===== config.mk =====
export PLATFORM = sky130hd
export DESIGN_NAME = cfs_core_state
export DESIGN_NICKNAME = d
export VERILOG_FILES = /design/src/cfs_alu.v /design/src/cfs_core_state.v
export VERILOG_INCLUDE_DIRS = /design/src
export SDC_FILE = /design/constraint.sdc
export NUM_CORES = 1
export LEC_CHECK = 0
export BUFFER_PORTS_ARGS = -buffer_cell sky130_fd_sc_hd__buf_2
export CAP_MARGIN = 20
export CORE_ASPECT_RATIO = 0.6
export CORE_MARGIN = 2
export CORE_UTILIZATION = 50
export DETAILED_ROUTE_END_ITERATION = 7
export HOLD_SLACK_MARGIN = 0.02
export PLACE_DENSITY = 0.79
export REMOVE_ABC_BUFFERS = 1
export SYNTH_ARGS = -nofsm -noshare
export SYNTH_HDL_FRONTEND = slang
export SYNTH_SLANG_ARGS = --single-unit

===== constraint.sdc =====
create_clock -name clk_in -period 5.8 [get_ports clk_in]
set_input_delay 1.74 -clock clk_in [delete_from_list [all_inputs] [get_ports clk_in]]
set_output_delay 1.74 -clock clk_in [all_outputs]
set_load 0.01 [all_outputs]

===== src/cfs_core_consts.vh =====
// Constants of the CPU flag, stack and I/O space block.
// Assumes inclusion by bare name from each design file of the block.
`ifndef CFS_CORE_CONSTS_VH
`define CFS_CORE_CONSTS_VH

// ----------------------------------------------------------------
// Operation codes
// ----------------------------------------------------------------
`define CFS_OP_W             5
`define CFS_OP_ADD           5'h00
`define CFS_OP_ADD_CARRY     5'h01
`define CFS_OP_SUB           5'h02
`define CFS_OP_SUB_CARRY     5'h03
`define CFS_OP_AND           5'h04
`define CFS_OP_OR            5'h05
`define CFS_OP_XOR           5'h06
`define CFS_OP_MOVE          5'h07
`define CFS_OP_LOAD_IMM      5'h08
`define CFS_OP_BIT_STORE     5'h09
`define CFS_OP_BIT_LOAD      5'h0A
`define CFS_OP_IRQ_ON        5'h0B
`define CFS_OP_IRQ_OFF       5'h0C
`define CFS_OP_IRQ_RETURN    5'h0D
`define CFS_OP_IO_IN         5'h0E
`define CFS_OP_IO_OUT        5'h0F
`define CFS_OP_IO_BIT_SET    5'h10
`define CFS_OP_IO_BIT_CLEAR  5'h11
`define CFS_OP_SKIP_IF_SET   5'h12
`define CFS_OP_SKIP_IF_CLR   5'h13
`define CFS_OP_DATA_LOAD     5'h14
`define CFS_OP_DATA_STORE    5'h15

// ----------------------------------------------------------------
// Flag register bit positions
// ----------------------------------------------------------------
`define CFS_FB_IRQ_EN        7
`define CFS_FB_COPY          6
`define CFS_FB_HALF          5
`define CFS_FB_SIGN          4
`define CFS_FB_OVF           3
`define CFS_FB_NEG           2
`define CFS_FB_ZERO          1
`define CFS_FB_CARRY         0

// ----------------------------------------------------------------
// I/O space map and address ranges
// ----------------------------------------------------------------
`define CFS_IO_GP0           6'h0A
`define CFS_IO_GP1           6'h0B
`define CFS_IO_GP2           6'h0C
`define CFS_IO_NVM_LOW       6'h1E
`define CFS_IO_NVM_HIGH      6'h1F
`define CFS_IO_STACK_LOW     6'h3D
`define CFS_IO_STACK_HIGH    6'h3E
`define CFS_IO_FLAGS         6'h3F
`define CFS_IO_BIT_TOP       8'h1F
`define CFS_IO_TOP           8'h3F
`define CFS_DATA_IO_OFFSET   8'h20
`define CFS_DATA_IO_TOP      8'h5F

// ----------------------------------------------------------------
// Reset values
// ----------------------------------------------------------------
`define CFS_TOP_OF_RAM       16'h00FF
`define CFS_FLAGS_RESET      8'h00
`define CFS_BYTE_ZERO        8'h00
`define CFS_NVM_ADDR_RESET   9'h000

`endif


===== src/cfs_alu.v =====
// Combinational arithmetic and logic unit with flag generation.
// Assumes the caller registers result and flags on the same edge.
`default_nettype none
`include "cfs_core_consts.vh"

module cfs_alu (
    input  wire [4:0] op_in,     // Operation code
    input  wire [7:0] a_in,      // Destination operand
    input  wire [7:0] b_in,      // Source operand
    input  wire [7:0] flags_in,  // Current flag register
    output reg  [7:0] res_out,   // Result
    output reg  [7:0] flags_out  // Flag register after operation
);

    wire       cin = flags_in[`CFS_FB_CARRY];
    wire [8:0] sum = {1'b0, a_in} + {1'b0, b_in} + {8'h00, cin & op_in[0]};
    wire [8:0] dif = {1'b0, a_in} - {1'b0, b_in} - {8'h00, cin & op_in[0]};

    reg  [7:0] r;
    reg        h;
    reg        v;
    reg        c;
    reg        z;

    always @* begin
        r = a_in;
        h = flags_in[`CFS_FB_HALF];
        v = 1'b0;
        c = cin;
        case (op_in)
            `CFS_OP_ADD, `CFS_OP_ADD_CARRY: begin
                r = sum[7:0];
                h = (a_in[3] & b_in[3]) | (b_in[3] & ~r[3]) | (~r[3] & a_in[3]);
                v = (a_in[7] & b_in[7] & ~r[7]) | (~a_in[7] & ~b_in[7] & r[7]);
                c = sum[8];
            end
            `CFS_OP_SUB, `CFS_OP_SUB_CARRY: begin
                r = dif[7:0];
                h = (~a_in[3] & b_in[3]) | (b_in[3] & r[3]) | (r[3] & ~a_in[3]);
                v = (a_in[7] & ~b_in[7] & ~r[7]) | (~a_in[7] & b_in[7] & r[7]);
                c = dif[8];
            end
            `CFS_OP_AND: r = a_in & b_in;
            `CFS_OP_OR:  r = a_in | b_in;
            `CFS_OP_XOR: r = a_in ^ b_in;
            default:     r = a_in;
        endcase
        // Chained subtract keeps zero only if the earlier part was zero
        if (op_in == `CFS_OP_SUB_CARRY) begin
            z = (r == `CFS_BYTE_ZERO) & flags_in[`CFS_FB_ZERO];
        end else begin
            z = (r == `CFS_BYTE_ZERO);
        end
        res_out                  = r;
        flags_out                = flags_in;
        flags_out[`CFS_FB_HALF]  = h;
        flags_out[`CFS_FB_OVF]   = v;
        flags_out[`CFS_FB_NEG]   = r[7];
        flags_out[`CFS_FB_SIGN]  = r[7] ^ v;
        flags_out[`CFS_FB_ZERO]  = z;
        flags_out[`CFS_FB_CARRY] = c;
    end

endmodule

`default_nettype wire


===== src/cfs_core_state.v =====
// CPU core state: flags, register file, stack pointer and I/O space.
// Assumes one instruction per cycle, sequenced by same-clock logic.
//
// Notes on behaviour
// - ALU operations always refresh the flag register
// - Interrupt entry and return leave flags unsaved
// - Bit 7 clear blocks every interrupt
// - Taking interrupt clears bit 7; return sets
// - Dedicated ops set and clear bit 7
// - Bit 6 copies a register bit both ways
// - Bit 5 holds low-nibble carry
// - Bit 4 equals negative xor overflow
// - Bit 3 flags two's complement overflow
// - Bit 2 set on negative result
// - Bit 1 set on zero result
// - Bit 0 holds the carry
// - CPU clock used undivided
// - Fetch, execute and write back in one cycle
// - Bit ops and skips only at 0x00-0x1F
// - In/out reach 0x00-0x3F; data space adds 0x20
// - Bit ops touch only the addressed bit
// - Three plain general purpose registers
// - Nvm write blocks reads and address changes
`default_nettype none
`include "cfs_core_consts.vh"

module cfs_core_state (
    input  wire        clk_in,        // CPU clock, used undivided
    input  wire        rst_b_in,      // Synchronous reset, active low
    input  wire        op_valid_in,   // Instruction issued this cycle
    input  wire [4:0]  op_code_in,    // Operation code
    input  wire [4:0]  rd_sel_in,     // Destination register index
    input  wire [4:0]  rr_sel_in,     // Source register index
    input  wire [7:0]  imm_in,        // Immediate value
    input  wire [2:0]  bit_sel_in,    // Bit index for bit operations
    input  wire [7:0]  addr_in,       // I/O or data-space address
    input  wire        irq_req_in,    // Enabled interrupt source pending
    input  wire        nvm_busy_in,   // Nonvolatile write in progress
    input  wire        nvm_rd_req_in, // Nonvolatile read request
    input  wire [4:0]  dbg_sel_in,    // Register file observe index
    output reg  [7:0]  flags_out,     // Flag register
    output reg  [15:0] sp_out,        // Stack pointer
    output reg  [8:0]  nvm_addr_out,  // Nonvolatile address
    output reg         nvm_rd_en_out, // Nonvolatile read strobe
    output reg         irq_ack_out,   // Interrupt taken pulse
    output reg         skip_out,      // Skip next instruction pulse
    output reg  [7:0]  rd_data_out,   // Register file observe data
    output reg  [7:0]  io_rd_out      // Data read by in/load
);

    // ----------------------------------------------------------------
    // Storage
    // ----------------------------------------------------------------
    reg  [7:0] flags_r;
    reg  [7:0] sp_low_r;
    reg  [7:0] sp_high_r;
    reg  [7:0] gp0_r;
    reg  [7:0] gp1_r;
    reg  [7:0] gp2_r;
    reg  [7:0] nvm_low_r;
    reg        nvm_high_r;
    wire [7:0] rf_r [0:31];

    wire [7:0] op_a = rf_r[rd_sel_in];
    wire [7:0] op_b = rf_r[rr_sel_in];
    wire [7:0] alu_res;
    wire [7:0] alu_flags;

    cfs_alu u_alu (
        .op_in     (op_code_in),
        .a_in      (op_a),
        .b_in      (op_b),
        .flags_in  (flags_r),
        .res_out   (alu_res),
        .flags_out (alu_flags)
    );

    // ----------------------------------------------------------------
    // I/O space read
    // ----------------------------------------------------------------
    reg  [5:0] io_addr;
    reg  [7:0] io_rd;
    reg        io_hit;
    wire [7:0] data_io_addr = addr_in - `CFS_DATA_IO_OFFSET;
    wire [15:0] top_ram     = `CFS_TOP_OF_RAM;

    always @* begin
        io_hit  = 1'b0;
        io_addr = addr_in[5:0];
        if (op_code_in == `CFS_OP_DATA_LOAD || op_code_in == `CFS_OP_DATA_STORE) begin
            io_addr = data_io_addr[5:0];
            io_hit  = (addr_in >= `CFS_DATA_IO_OFFSET) && (addr_in <= `CFS_DATA_IO_TOP);
        end else begin
            io_hit  = (addr_in <= `CFS_IO_TOP);
        end
        case (io_addr)
            `CFS_IO_GP0:        io_rd = gp0_r;
            `CFS_IO_GP1:        io_rd = gp1_r;
            `CFS_IO_GP2:        io_rd = gp2_r;
            `CFS_IO_NVM_LOW:    io_rd = nvm_low_r;
            `CFS_IO_NVM_HIGH:   io_rd = {7'h00, nvm_high_r};
            `CFS_IO_STACK_LOW:  io_rd = sp_low_r;
            `CFS_IO_STACK_HIGH: io_rd = sp_high_r;
            `CFS_IO_FLAGS:      io_rd = flags_r;
            default:            io_rd = `CFS_BYTE_ZERO;
        endcase
    end

    // ----------------------------------------------------------------
    // Instruction decode
    // ----------------------------------------------------------------
    reg        rf_we;
    reg  [7:0] rf_wdata;
    reg        io_we;
    reg  [7:0] io_wdata;
    reg  [7:0] flags_nxt;
    reg        skip_nxt;
    reg        ack_nxt;
    reg        io_rd_we;
    wire       bit_ok = (addr_in <= `CFS_IO_BIT_TOP);
    wire [7:0] bit_mask = 8'h01 << bit_sel_in;

    always @* begin
        rf_we     = 1'b0;
        rf_wdata  = alu_res;
        io_we     = 1'b0;
        io_wdata  = op_a;
        flags_nxt = flags_r;
        skip_nxt  = 1'b0;
        ack_nxt   = 1'b0;
        io_rd_we  = 1'b0;
        if (op_valid_in) begin
            case (op_code_in)
                `CFS_OP_ADD, `CFS_OP_ADD_CARRY, `CFS_OP_SUB, `CFS_OP_SUB_CARRY,
                `CFS_OP_AND, `CFS_OP_OR, `CFS_OP_XOR: begin
                    rf_we     = 1'b1;
                    flags_nxt = alu_flags;
                end
                `CFS_OP_MOVE: begin
                    rf_we    = 1'b1;
                    rf_wdata = op_b;
                end
                `CFS_OP_LOAD_IMM: begin
                    rf_we    = 1'b1;
                    rf_wdata = imm_in;
                end
                `CFS_OP_BIT_STORE: begin
                    flags_nxt[`CFS_FB_COPY] = op_a[bit_sel_in];
                end
                `CFS_OP_BIT_LOAD: begin
                    rf_we    = 1'b1;
                    rf_wdata = flags_r[`CFS_FB_COPY] ? (op_a | bit_mask)
                                                     : (op_a & ~bit_mask);
                end
                `CFS_OP_IRQ_ON:     flags_nxt[`CFS_FB_IRQ_EN] = 1'b1;
                `CFS_OP_IRQ_OFF:    flags_nxt[`CFS_FB_IRQ_EN] = 1'b0;
                `CFS_OP_IRQ_RETURN: flags_nxt[`CFS_FB_IRQ_EN] = 1'b1;
                `CFS_OP_IO_IN, `CFS_OP_DATA_LOAD: begin
                    rf_we    = io_hit;
                    rf_wdata = io_rd;
                    io_rd_we = io_hit;
                end
                `CFS_OP_IO_OUT, `CFS_OP_DATA_STORE: begin
                    io_we = io_hit;
                end
                `CFS_OP_IO_BIT_SET: begin
                    io_we    = bit_ok;
                    io_wdata = io_rd | bit_mask;
                end
                `CFS_OP_IO_BIT_CLEAR: begin
                    io_we    = bit_ok;
                    io_wdata = io_rd & ~bit_mask;
                end
                `CFS_OP_SKIP_IF_SET: skip_nxt = bit_ok & io_rd[bit_sel_in];
                `CFS_OP_SKIP_IF_CLR: skip_nxt = bit_ok & ~io_rd[bit_sel_in];
                default: rf_we = 1'b0;
            endcase
            if (io_we && io_addr == `CFS_IO_FLAGS) begin
                flags_nxt = io_wdata;
            end
        end else if (irq_req_in && flags_r[`CFS_FB_IRQ_EN]) begin
            // Only the enable bit changes; the rest is software's to save
            ack_nxt                   = 1'b1;
            flags_nxt[`CFS_FB_IRQ_EN] = 1'b0;
        end
    end

    // ----------------------------------------------------------------
    // Register file, one flop group per entry
    // ----------------------------------------------------------------
    genvar gi;
    generate
        for (gi = 0; gi < 32; gi = gi + 1) begin : g_rf
            reg [7:0] ent_r;
            always @(posedge clk_in) begin
                if (!rst_b_in) begin
                    ent_r <= `CFS_BYTE_ZERO;
                end else if (rf_we && rd_sel_in == gi) begin
                    ent_r <= rf_wdata;
                end
            end
            assign rf_r[gi] = ent_r;
        end
    endgenerate

    // ----------------------------------------------------------------
    // I/O registers and outputs
    // ----------------------------------------------------------------
    always @(posedge clk_in) begin
        if (!rst_b_in) begin
            flags_r    <= `CFS_FLAGS_RESET;
            sp_low_r   <= top_ram[7:0];
            sp_high_r  <= top_ram[15:8];
            gp0_r      <= `CFS_BYTE_ZERO;
            gp1_r      <= `CFS_BYTE_ZERO;
            gp2_r      <= `CFS_BYTE_ZERO;
            nvm_low_r  <= `CFS_BYTE_ZERO;
            nvm_high_r <= 1'b0;
        end else begin
            flags_r <= flags_nxt;
            if (io_we) begin
                case (io_addr)
                    `CFS_IO_GP0:        gp0_r     <= io_wdata;
                    `CFS_IO_GP1:        gp1_r     <= io_wdata;
                    `CFS_IO_GP2:        gp2_r     <= io_wdata;
                    `CFS_IO_STACK_LOW:  sp_low_r  <= io_wdata;
                    `CFS_IO_STACK_HIGH: sp_high_r <= io_wdata;
                    `CFS_IO_NVM_LOW: begin
                        if (!nvm_busy_in) nvm_low_r <= io_wdata;
                    end
                    `CFS_IO_NVM_HIGH: begin
                        if (!nvm_busy_in) nvm_high_r <= io_wdata[0];
                    end
                    default: gp0_r <= gp0_r;
                endcase
            end
        end
    end

    always @(posedge clk_in) begin
        if (!rst_b_in) begin
            flags_out     <= `CFS_FLAGS_RESET;
            sp_out        <= `CFS_TOP_OF_RAM;
            nvm_addr_out  <= `CFS_NVM_ADDR_RESET;
            nvm_rd_en_out <= 1'b0;
            irq_ack_out   <= 1'b0;
            skip_out      <= 1'b0;
            rd_data_out   <= `CFS_BYTE_ZERO;
            io_rd_out     <= `CFS_BYTE_ZERO;
        end else begin
            flags_out     <= flags_nxt;
            sp_out        <= {sp_high_r, sp_low_r};
            nvm_addr_out  <= {nvm_high_r, nvm_low_r};
            nvm_rd_en_out <= nvm_rd_req_in & ~nvm_busy_in;
            irq_ack_out   <= ack_nxt;
            skip_out      <= skip_nxt;
            rd_data_out   <= rf_r[dbg_sel_in];
            if (io_rd_we) begin
                io_rd_out <= io_rd;
            end
        end
    end

endmodule

`default_nettype wire


==> run summary, run 1 <==
Total CTS buffers -> 37
Remaining DRCs -> 0
Clock power share -> 0.460
Crit. End Element -> flop
Status -> finished, final reports clean
Tcrit/Tclk final -> 0.960
Critical path type -> in2reg
Fin Clk Skew -> 0.0363 ns
Synth cell types -> 84
Vias in the first global route -> 18.8k
Int Pwr -> 4220 uW
Initial antenna violation count -> 1
Peak supply drop -> 0.000194 V
CP Max Fanout -> 32
Largest net degree at the start of global routing -> 118
Max Cap Viol -> 0
Antenna Nets Post-Route -> 0
Synth Instances -> 2,210
CTS H-tree depth -> 2
Post-DP HPWL -> 59.2 mm
Nets@finish -> 2,442
Post-synth EDFFs -> 0
RSZ-0062 raised after global routing -> no
Combinational power share -> 0.109
Worst r2r src -> g_rf[23].ent_r[0]
Hold Fails Final Rpt -> 0
Hold Crit Class -> reg2reg
FP Rows -> 58
Clock Latency Late Sink -> 0.58 ns
Worst reg2reg endpoint -> g_rf[28].ent_r[6]
Clock sink count -> 357
Count of final setup violators -> 0
Most common cell in the netlist -> dfxtp_1
DR WL/cell -> 26.7 microns
Critical-path cell list -> buf_4, buf_12, mux4_2, mux4_2, mux2_2, fa_1, fa_1, nand2b_1, a21oi_1, o21ai_0, a21oi_1, xnor2_1, o221ai_1, o21ai_0, o2bb2ai_2, buf_12, o21ai_0
Most frequent CP cell -> o21ai_0
Via-to-Cell Ratio -> 6.82
GRT Util Overall -> 0.346
Achievable Freq -> 180 MHz
CP endpoint -> g_rf[28].ent_r[6]
Reg2reg path depth -> 15
Data required time of the worst path -> 6.28 ns
First-pass GRT wire length -> 117 mm
TritonCTS clock tree -> built
Power Density -> 227 mW/mm^2
Top post-synthesis cells by count -> dfxtp_1 (357), nand2_1 (332), mux4_2 (225)
Levels on crit path -> 17
DRT iter0 DRCs -> 3,329
Worst reg2reg setup slack -> 1.30 ns
Port Buffers -> 96
Yosys warns -> 0
Wirelength, routed -> 79.1 mm
Root Buffer -> clkbuf_16
Cell leakage power -> 0.00954 uW
Worst hold start -> sp_low_r[6]
Slew Viols, Final -> 0
Sequential-to-total area share from yosys stat -> 0.330
#FFs+latches synth -> 357
Yosys top cell area share -> 0.330
Part of the power in registers -> 0.431
Final Instance Area -> 0.0252 sq mm
Critical path startpoint -> rr_sel_in[0]
Delay-heaviest family, CP -> multiplexers
Buf+Inv Stages, Crit Path -> 3
Worst Setup Start Kind -> input port
Boundary pin count -> 97
Slew HR -> 0.372
Total number of vias -> 20.2k
Crit path DAT -> 6.04 ns
Die H -> 165 microns
DR pass1 iterations -> 8
Final Critical Period -> 5.57 ns
Post-Syn Area -> 0.0216 sq mm
Initial Util -> 0.512
GPL Wtd Cong -> 1.06
Die area -> 0.0450 sq mm
Synth area leader -> dfxtp_1
Area growth, synth to finish -> 16.4%
Setup repair bufs after CTS -> 0
Placed inst area -> 0.0239 sq mm
Chip Width -> 273 microns
Async S/R FF share, synth -> 0
Layout cells sized above 1 -> 0.269
Largest cells by area after synthesis -> dfxtp_1 (33%), mux4_2 (23%), nand2_1 (5.8%)
Core ar. -> 0.0423 sq mm
Worst slew pin tran -> 0.942 ns
Top FF cell, synth -> dfxtp_1
Grt total ovfl -> 0
Sw Pwr -> 1490 uW
Total power -> 5710 uW
Maximum clock path buffer count -> 3
Mean area per synthesized cell -> 9.80 sq um
Slowest cell on crit path -> mux4_2
CTS clk-pin slew, worst paths -> 0.07 ns
Slowest stage delay, CP -> 0.52 ns
Switching Share -> 0.262
-- worst min-delay path by stage --
| stage | endpoint | slack, ns | cells past startpoint |
|---|---|---|---|
| after floorplan | sp_out[7] | 0.43 | 1 |
| after global placement | sp_out[6] | 0.46 | 1 |
| after detailed placement | sp_out[7] | 0.45 | 1 |
| after CTS | sp_out[6] | 0.48 | 1 |
| after global routing | sp_out[6] | 0.49 | 1 |
| final | sp_out[6] | 0.48 | 1 |
-- worst reg2reg max path, stage by stage (launching register included) --
cell and delay, ns:
dfxtp_1 0.38, mux4_2 0.51, mux4_2 0.47, mux2_2 0.35, fa_1 0.48, fa_1 0.48
nand2b_1 0.13, a21oi_1 0.13, o21ai_0 0.23, a21oi_1 0.14, xnor2_1 0.15, o221ai_1 0.18
o21ai_0 0.18, o2bb2ai_2 0.18, buf_12 0.18, o21ai_0 0.26
-- stage by stage --
stage	hold WS [ns]	setup TNS, ns	utilization	instances	setup WS (ns)
floorplan	0.425	-7.17	-	2021	-0.199
global placement	0.458	-14.68	0.564	2892	-0.129
detailed placement	0.451	-27.39	0.564	2893	-0.252
CTS	0.480	0	0.595	2960	0.263
global route	0.488	0	0.595	2960	0.0302
finish	0.479	0	0.595	2961	0.235
-- sequential cells by signal, indices dropped and copies added (netlist names) --
register and cells:
sp_out 16, flags_out 8, gp2_r 8, sp_low_r 8, gp1_r 8, nvm_rd_en_out 1
sp_high_r 8, io_rd_out 8, skip_out 1, nvm_low_r 8, irq_ack_out 1, nvm_addr_out 9
gp0_r 8, nvm_high_r 1, g_rf.ent_r 256, rd_data_out 8
-- power groups by stage --
stage | sequential (uW) | clock, uW | combinational (uW)
6_report | 2460 | 2620 | 625
5_1_grt | 2460 | 2740 | 645
4_1_cts | 2460 | 2640 | 599
3_5_place_dp | 2520 | 0 | 597
3_3_place_gp | 2520 | 0 | 590
2_1_floorplan | 2510 | 0 | 218
-- timing repair --
item	CTS	global route
gates resized for setup	0	3
hold buffers	0	0
setup endpoints to repair	0	7
-- kinds of logic after synthesis --
kind of cell	after synthesis	synth area share
mux	324	0.281
buf+inv	238	0.0485
fa+ha+maj	35	0.0220
xor+xnor	9	0.00399
compound gates	485	0.151
flops	357	0.330
simple gates	762	0.164
-- layout make-up --
| class | count | area (sq um) |
|---|---|---|
| tap | 570 | 713 |
| fill | 3483 | 17100 |
| antenna | 1 | 2.50 |
| inverter | 49 | 184 |
| timing repair buffer | 302 | 2340 |
| clock inverter | 14 | 216 |
| sequential | 357 | 7150 |
| clock buffer | 53 | 1110 |
| multi-input combinational | 1615 | 13500 |
-- metal layers --
| metal | track usage | up-vias | share of wire |
|---|---|---|---|
| met5 | 0.0143 | - | 0.0011 |
| met2 | 0.443 | 1689 | 0.38 |
| met3 | 0.194 | 192 | 0.20 |
| li1 | - | 8537 | - |
| met1 | 0.493 | 9773 | 0.39 |
| met4 | 0.0849 | 2 | 0.023 |
-- layout by cell type, fill, tap and decap left out, types with 7 or more instances in the layout --
cell type / n
o22ai_1: 14
mux4_2: 225
mux2_2: 19
buf_4: 185
nor2_1: 86
or2_2: 11
nor3b_1: 7
nand4_1: 10
o211a_1: 35
a21boi_0: 54
o21ai_0: 158
a21oi_1: 30
mux2i_1: 79
and2_1: 31
nand2b_1: 27
a21boi_1: 39
o211ai_1: 15
nor3_1: 13
a221oi_1: 11
dfxtp_1: 357
nor2b_1: 29
a22oi_1: 10
a211oi_1: 11
nand2_1: 332
buf_12: 23
nand3b_1: 8
ha_1: 30
inv_1: 47
buf_2: 91
clkbuf_8: 10
and3_1: 9
o21ai_1: 39
clkbuf_16: 38
nand3_1: 174
Note: power is estimated with default switching activity, not from simulation.
==> run 2: changes to the inputs <==
- CORE_MARGIN: 2 -> not set
- SLEW_MARGIN: not set -> 10
==> run summary, run 2 (synthesis gave the netlist of run 1 again) <==
Status -> finished, final reports clean
Vias in the first global route -> 18.7k
DRT iter0 DRCs -> 3,134
GRT Util Overall -> 0.357
Clock sink count -> 357
Area growth, synth to finish -> 15.6%
Grt total ovfl -> 0
Hold Crit Depth -> 1
Combinational power share -> 0.112
First-pass GRT wire length -> 118 mm
Switching Share -> 0.267
Crit. End Element -> flop
Commonest non-fill, non-tap cell in the layout -> dfxtp_1
Final worst slack -> 0.0809 ns
Fill cells -> 3,497
Final Critical Period -> 5.72 ns
Clock Latency Late Sink -> 0.56 ns
Via-to-Cell Ratio -> 6.79
Port Buffers -> 96
Slowest cell on crit path -> mux4_2
Remaining DRCs -> 0
Setup repair bufs after CTS -> 0
Layout cells sized above 1 -> 0.266
Post-route insts no fill -> 2,944
Hold_ws -> 0.477 ns
Hold Crit Class -> reg2reg
Root Buffer -> clkbuf_16
Worst slew pin tran -> 0.909 ns
Count of final setup violators -> 0
Largest registers -> g_rf.ent_r (256), sp_out (16), nvm_addr_out (9)
Critical-path cell list -> buf_4, buf_12, mux4_2, mux4_2, mux2_2, fa_1, fa_2, nand2b_1, a21oi_1, o21ai_1, a21oi_1, xnor2_1, o221ai_1, o21ai_1, o2bb2ai_2, buf_12, o21ai_0
Reg2reg path depth -> 15
Wirelength, routed -> 79.5 mm
CP Max Fanout -> 32
Core ar. -> 0.0423 sq mm
Antenna Nets Post-Route -> 0
TritonCTS clock tree -> built
Max Cap Viol -> 0
Util after Layout -> 0.591
Slowest stage delay, CP -> 0.52 ns
Top reg by flops -> g_rf.ent_r
DR WL/cell -> 27.0 microns
Hold Fails Final Rpt -> 0
Largest net degree at the start of global routing -> 129
Worst reg2reg setup slack -> 1.26 ns
Clock power share -> 0.445
CTS H-tree depth -> 2
Part of the power in registers -> 0.444
Tcrit/Tclk final -> 0.986
Worst hold start -> sp_low_r[6]
Initial antenna violation count -> 3
Power Density -> 222 mW/mm^2
Buf+Inv Stages, Crit Path -> 3
Achievable Freq -> 175 MHz
GPL Wtd Cong -> 1.02
Die area -> 0.0442 sq mm
Total CTS buffers -> 38
Sw Pwr -> 1480 uW
Die H -> 163 microns
Worst reg2reg endpoint -> g_rf[12].ent_r[6]
Maximum clock path buffer count -> 3
Crit path DAT -> 6.13 ns
RSZ-0062 raised after global routing -> yes
Max FFs per register -> 256
Slew HR -> 0.394
Cell leakage power -> 0.00943 uW
Total number of vias -> 20.0k
Chip Width -> 271 microns
FP Rows -> 58
Peak supply drop -> 0.000186 V
Worst r2r src -> g_rf[15].ent_r[0]
Boundary pin count -> 97
Worst Hold End -> sp_out[6]
Place WS -> -0.640 ns
Commonest non-fill, non-tap cells in the layout -> dfxtp_1 (357), nand2_1 (332), mux4_2 (225), nand3_1 (173), buf_4 (167)
Post-CTS Hold Fix Bufs -> 0
Initial Util -> 0.512
Post-DP HPWL -> 59.1 mm
Critical path type -> in2reg
Worst Setup Start Kind -> input port
Int Pwr -> 4070 uW
CTS clk-pin slew, worst paths -> 0.06 ns
Delay-heaviest family, CP -> multiplexers
Fin Clk Skew -> 0.0303 ns
Data required time of the worst path -> 6.21 ns
Placed Cells incl. Taps -> 2,875
DR pass1 iterations -> 8
Nets@finish -> 2,425
Slew Viols, Final -> 0
==> run 2: per-stage QoR <==
stage	instance area [sq um]	setup TNS, ns	power, uW
3_5_place_dp	23700	-58.99	3110
3_3_place_gp	23700	-43.57	3100
2_1_floorplan	20800	-7.17	2730
5_1_grt	25000	-0.00403	5700
6_report	25000	0	5550
4_1_cts	25000	0	5540
==> run 2: metal layers <==
layer	share of wire	vias up	global-route usage
met5	0.00016	-	0
met3	0.19	201	0.188
met1	0.40	9695	0.516
met4	0.030	2	0.108
li1	-	8517	-
met2	0.38	1567	0.449
==> run 2: worst max path at each step <==
stage / startpoint / to / slack, ns / cells past startpoint
CTS: rr_sel_in[0] / g_rf[12].ent_r[6] / 0.01 / 17
floorplan: rd_sel_in[1] / g_rf[0].ent_r[3] / -0.20 / 15
detailed placement: rr_sel_in[0] / flags_out[3] / -0.64 / 18
global placement: rr_sel_in[0] / flags_out[3] / -0.60 / 18
global route: rd_sel_in[0] / g_rf[8].ent_r[7] / -0.004 / 21
finish: rr_sel_in[0] / g_rf[12].ent_r[6] / 0.08 / 17
==> run 2: area by class of cell <==
cell class	count	area [sq um]	area share
diodes	2	5.00	0.000200
clock buffers	44	995	0.0398
clock inverters	23	233	0.00930
inverters	49	184	0.00735
multi-input cells	1615	13500	0.540
flip-flops and latches	357	7150	0.286
well taps	570	713	0.0285
repair buffers	284	2220	0.0889
==> run 2: power by group through the flow <==
stage          combinational, uW  clock (uW)  sequential (uW)
6_report                     619        2470             2460
5_1_grt                      640        2600             2460
4_1_cts                      595        2490             2460
3_5_place_dp                 593           0             2520
3_3_place_gp                 586           0             2520
2_1_floorplan                218           0             2510
==> run 2: what timing repair did <==
item	CTS	global route
setup endpoints to repair	2	67
pin swaps	0	1
hold endpoints to repair	0	0
resized for setup	1	10
==> run 2: worst register-to-register path: cells and delay by family, from the launching register on <==
family                   cells  cell delay [ns]
AND/OR/NAND/NOR              1             0.11
flip-flops                   1             0.36
buffers and inverters        1             0.21
AO/OA/AOI/OAI                7             1.22
adder cells (fa/ha/maj)      2             0.92
XOR/XNOR                     1             0.30
multiplexers                 3             1.30
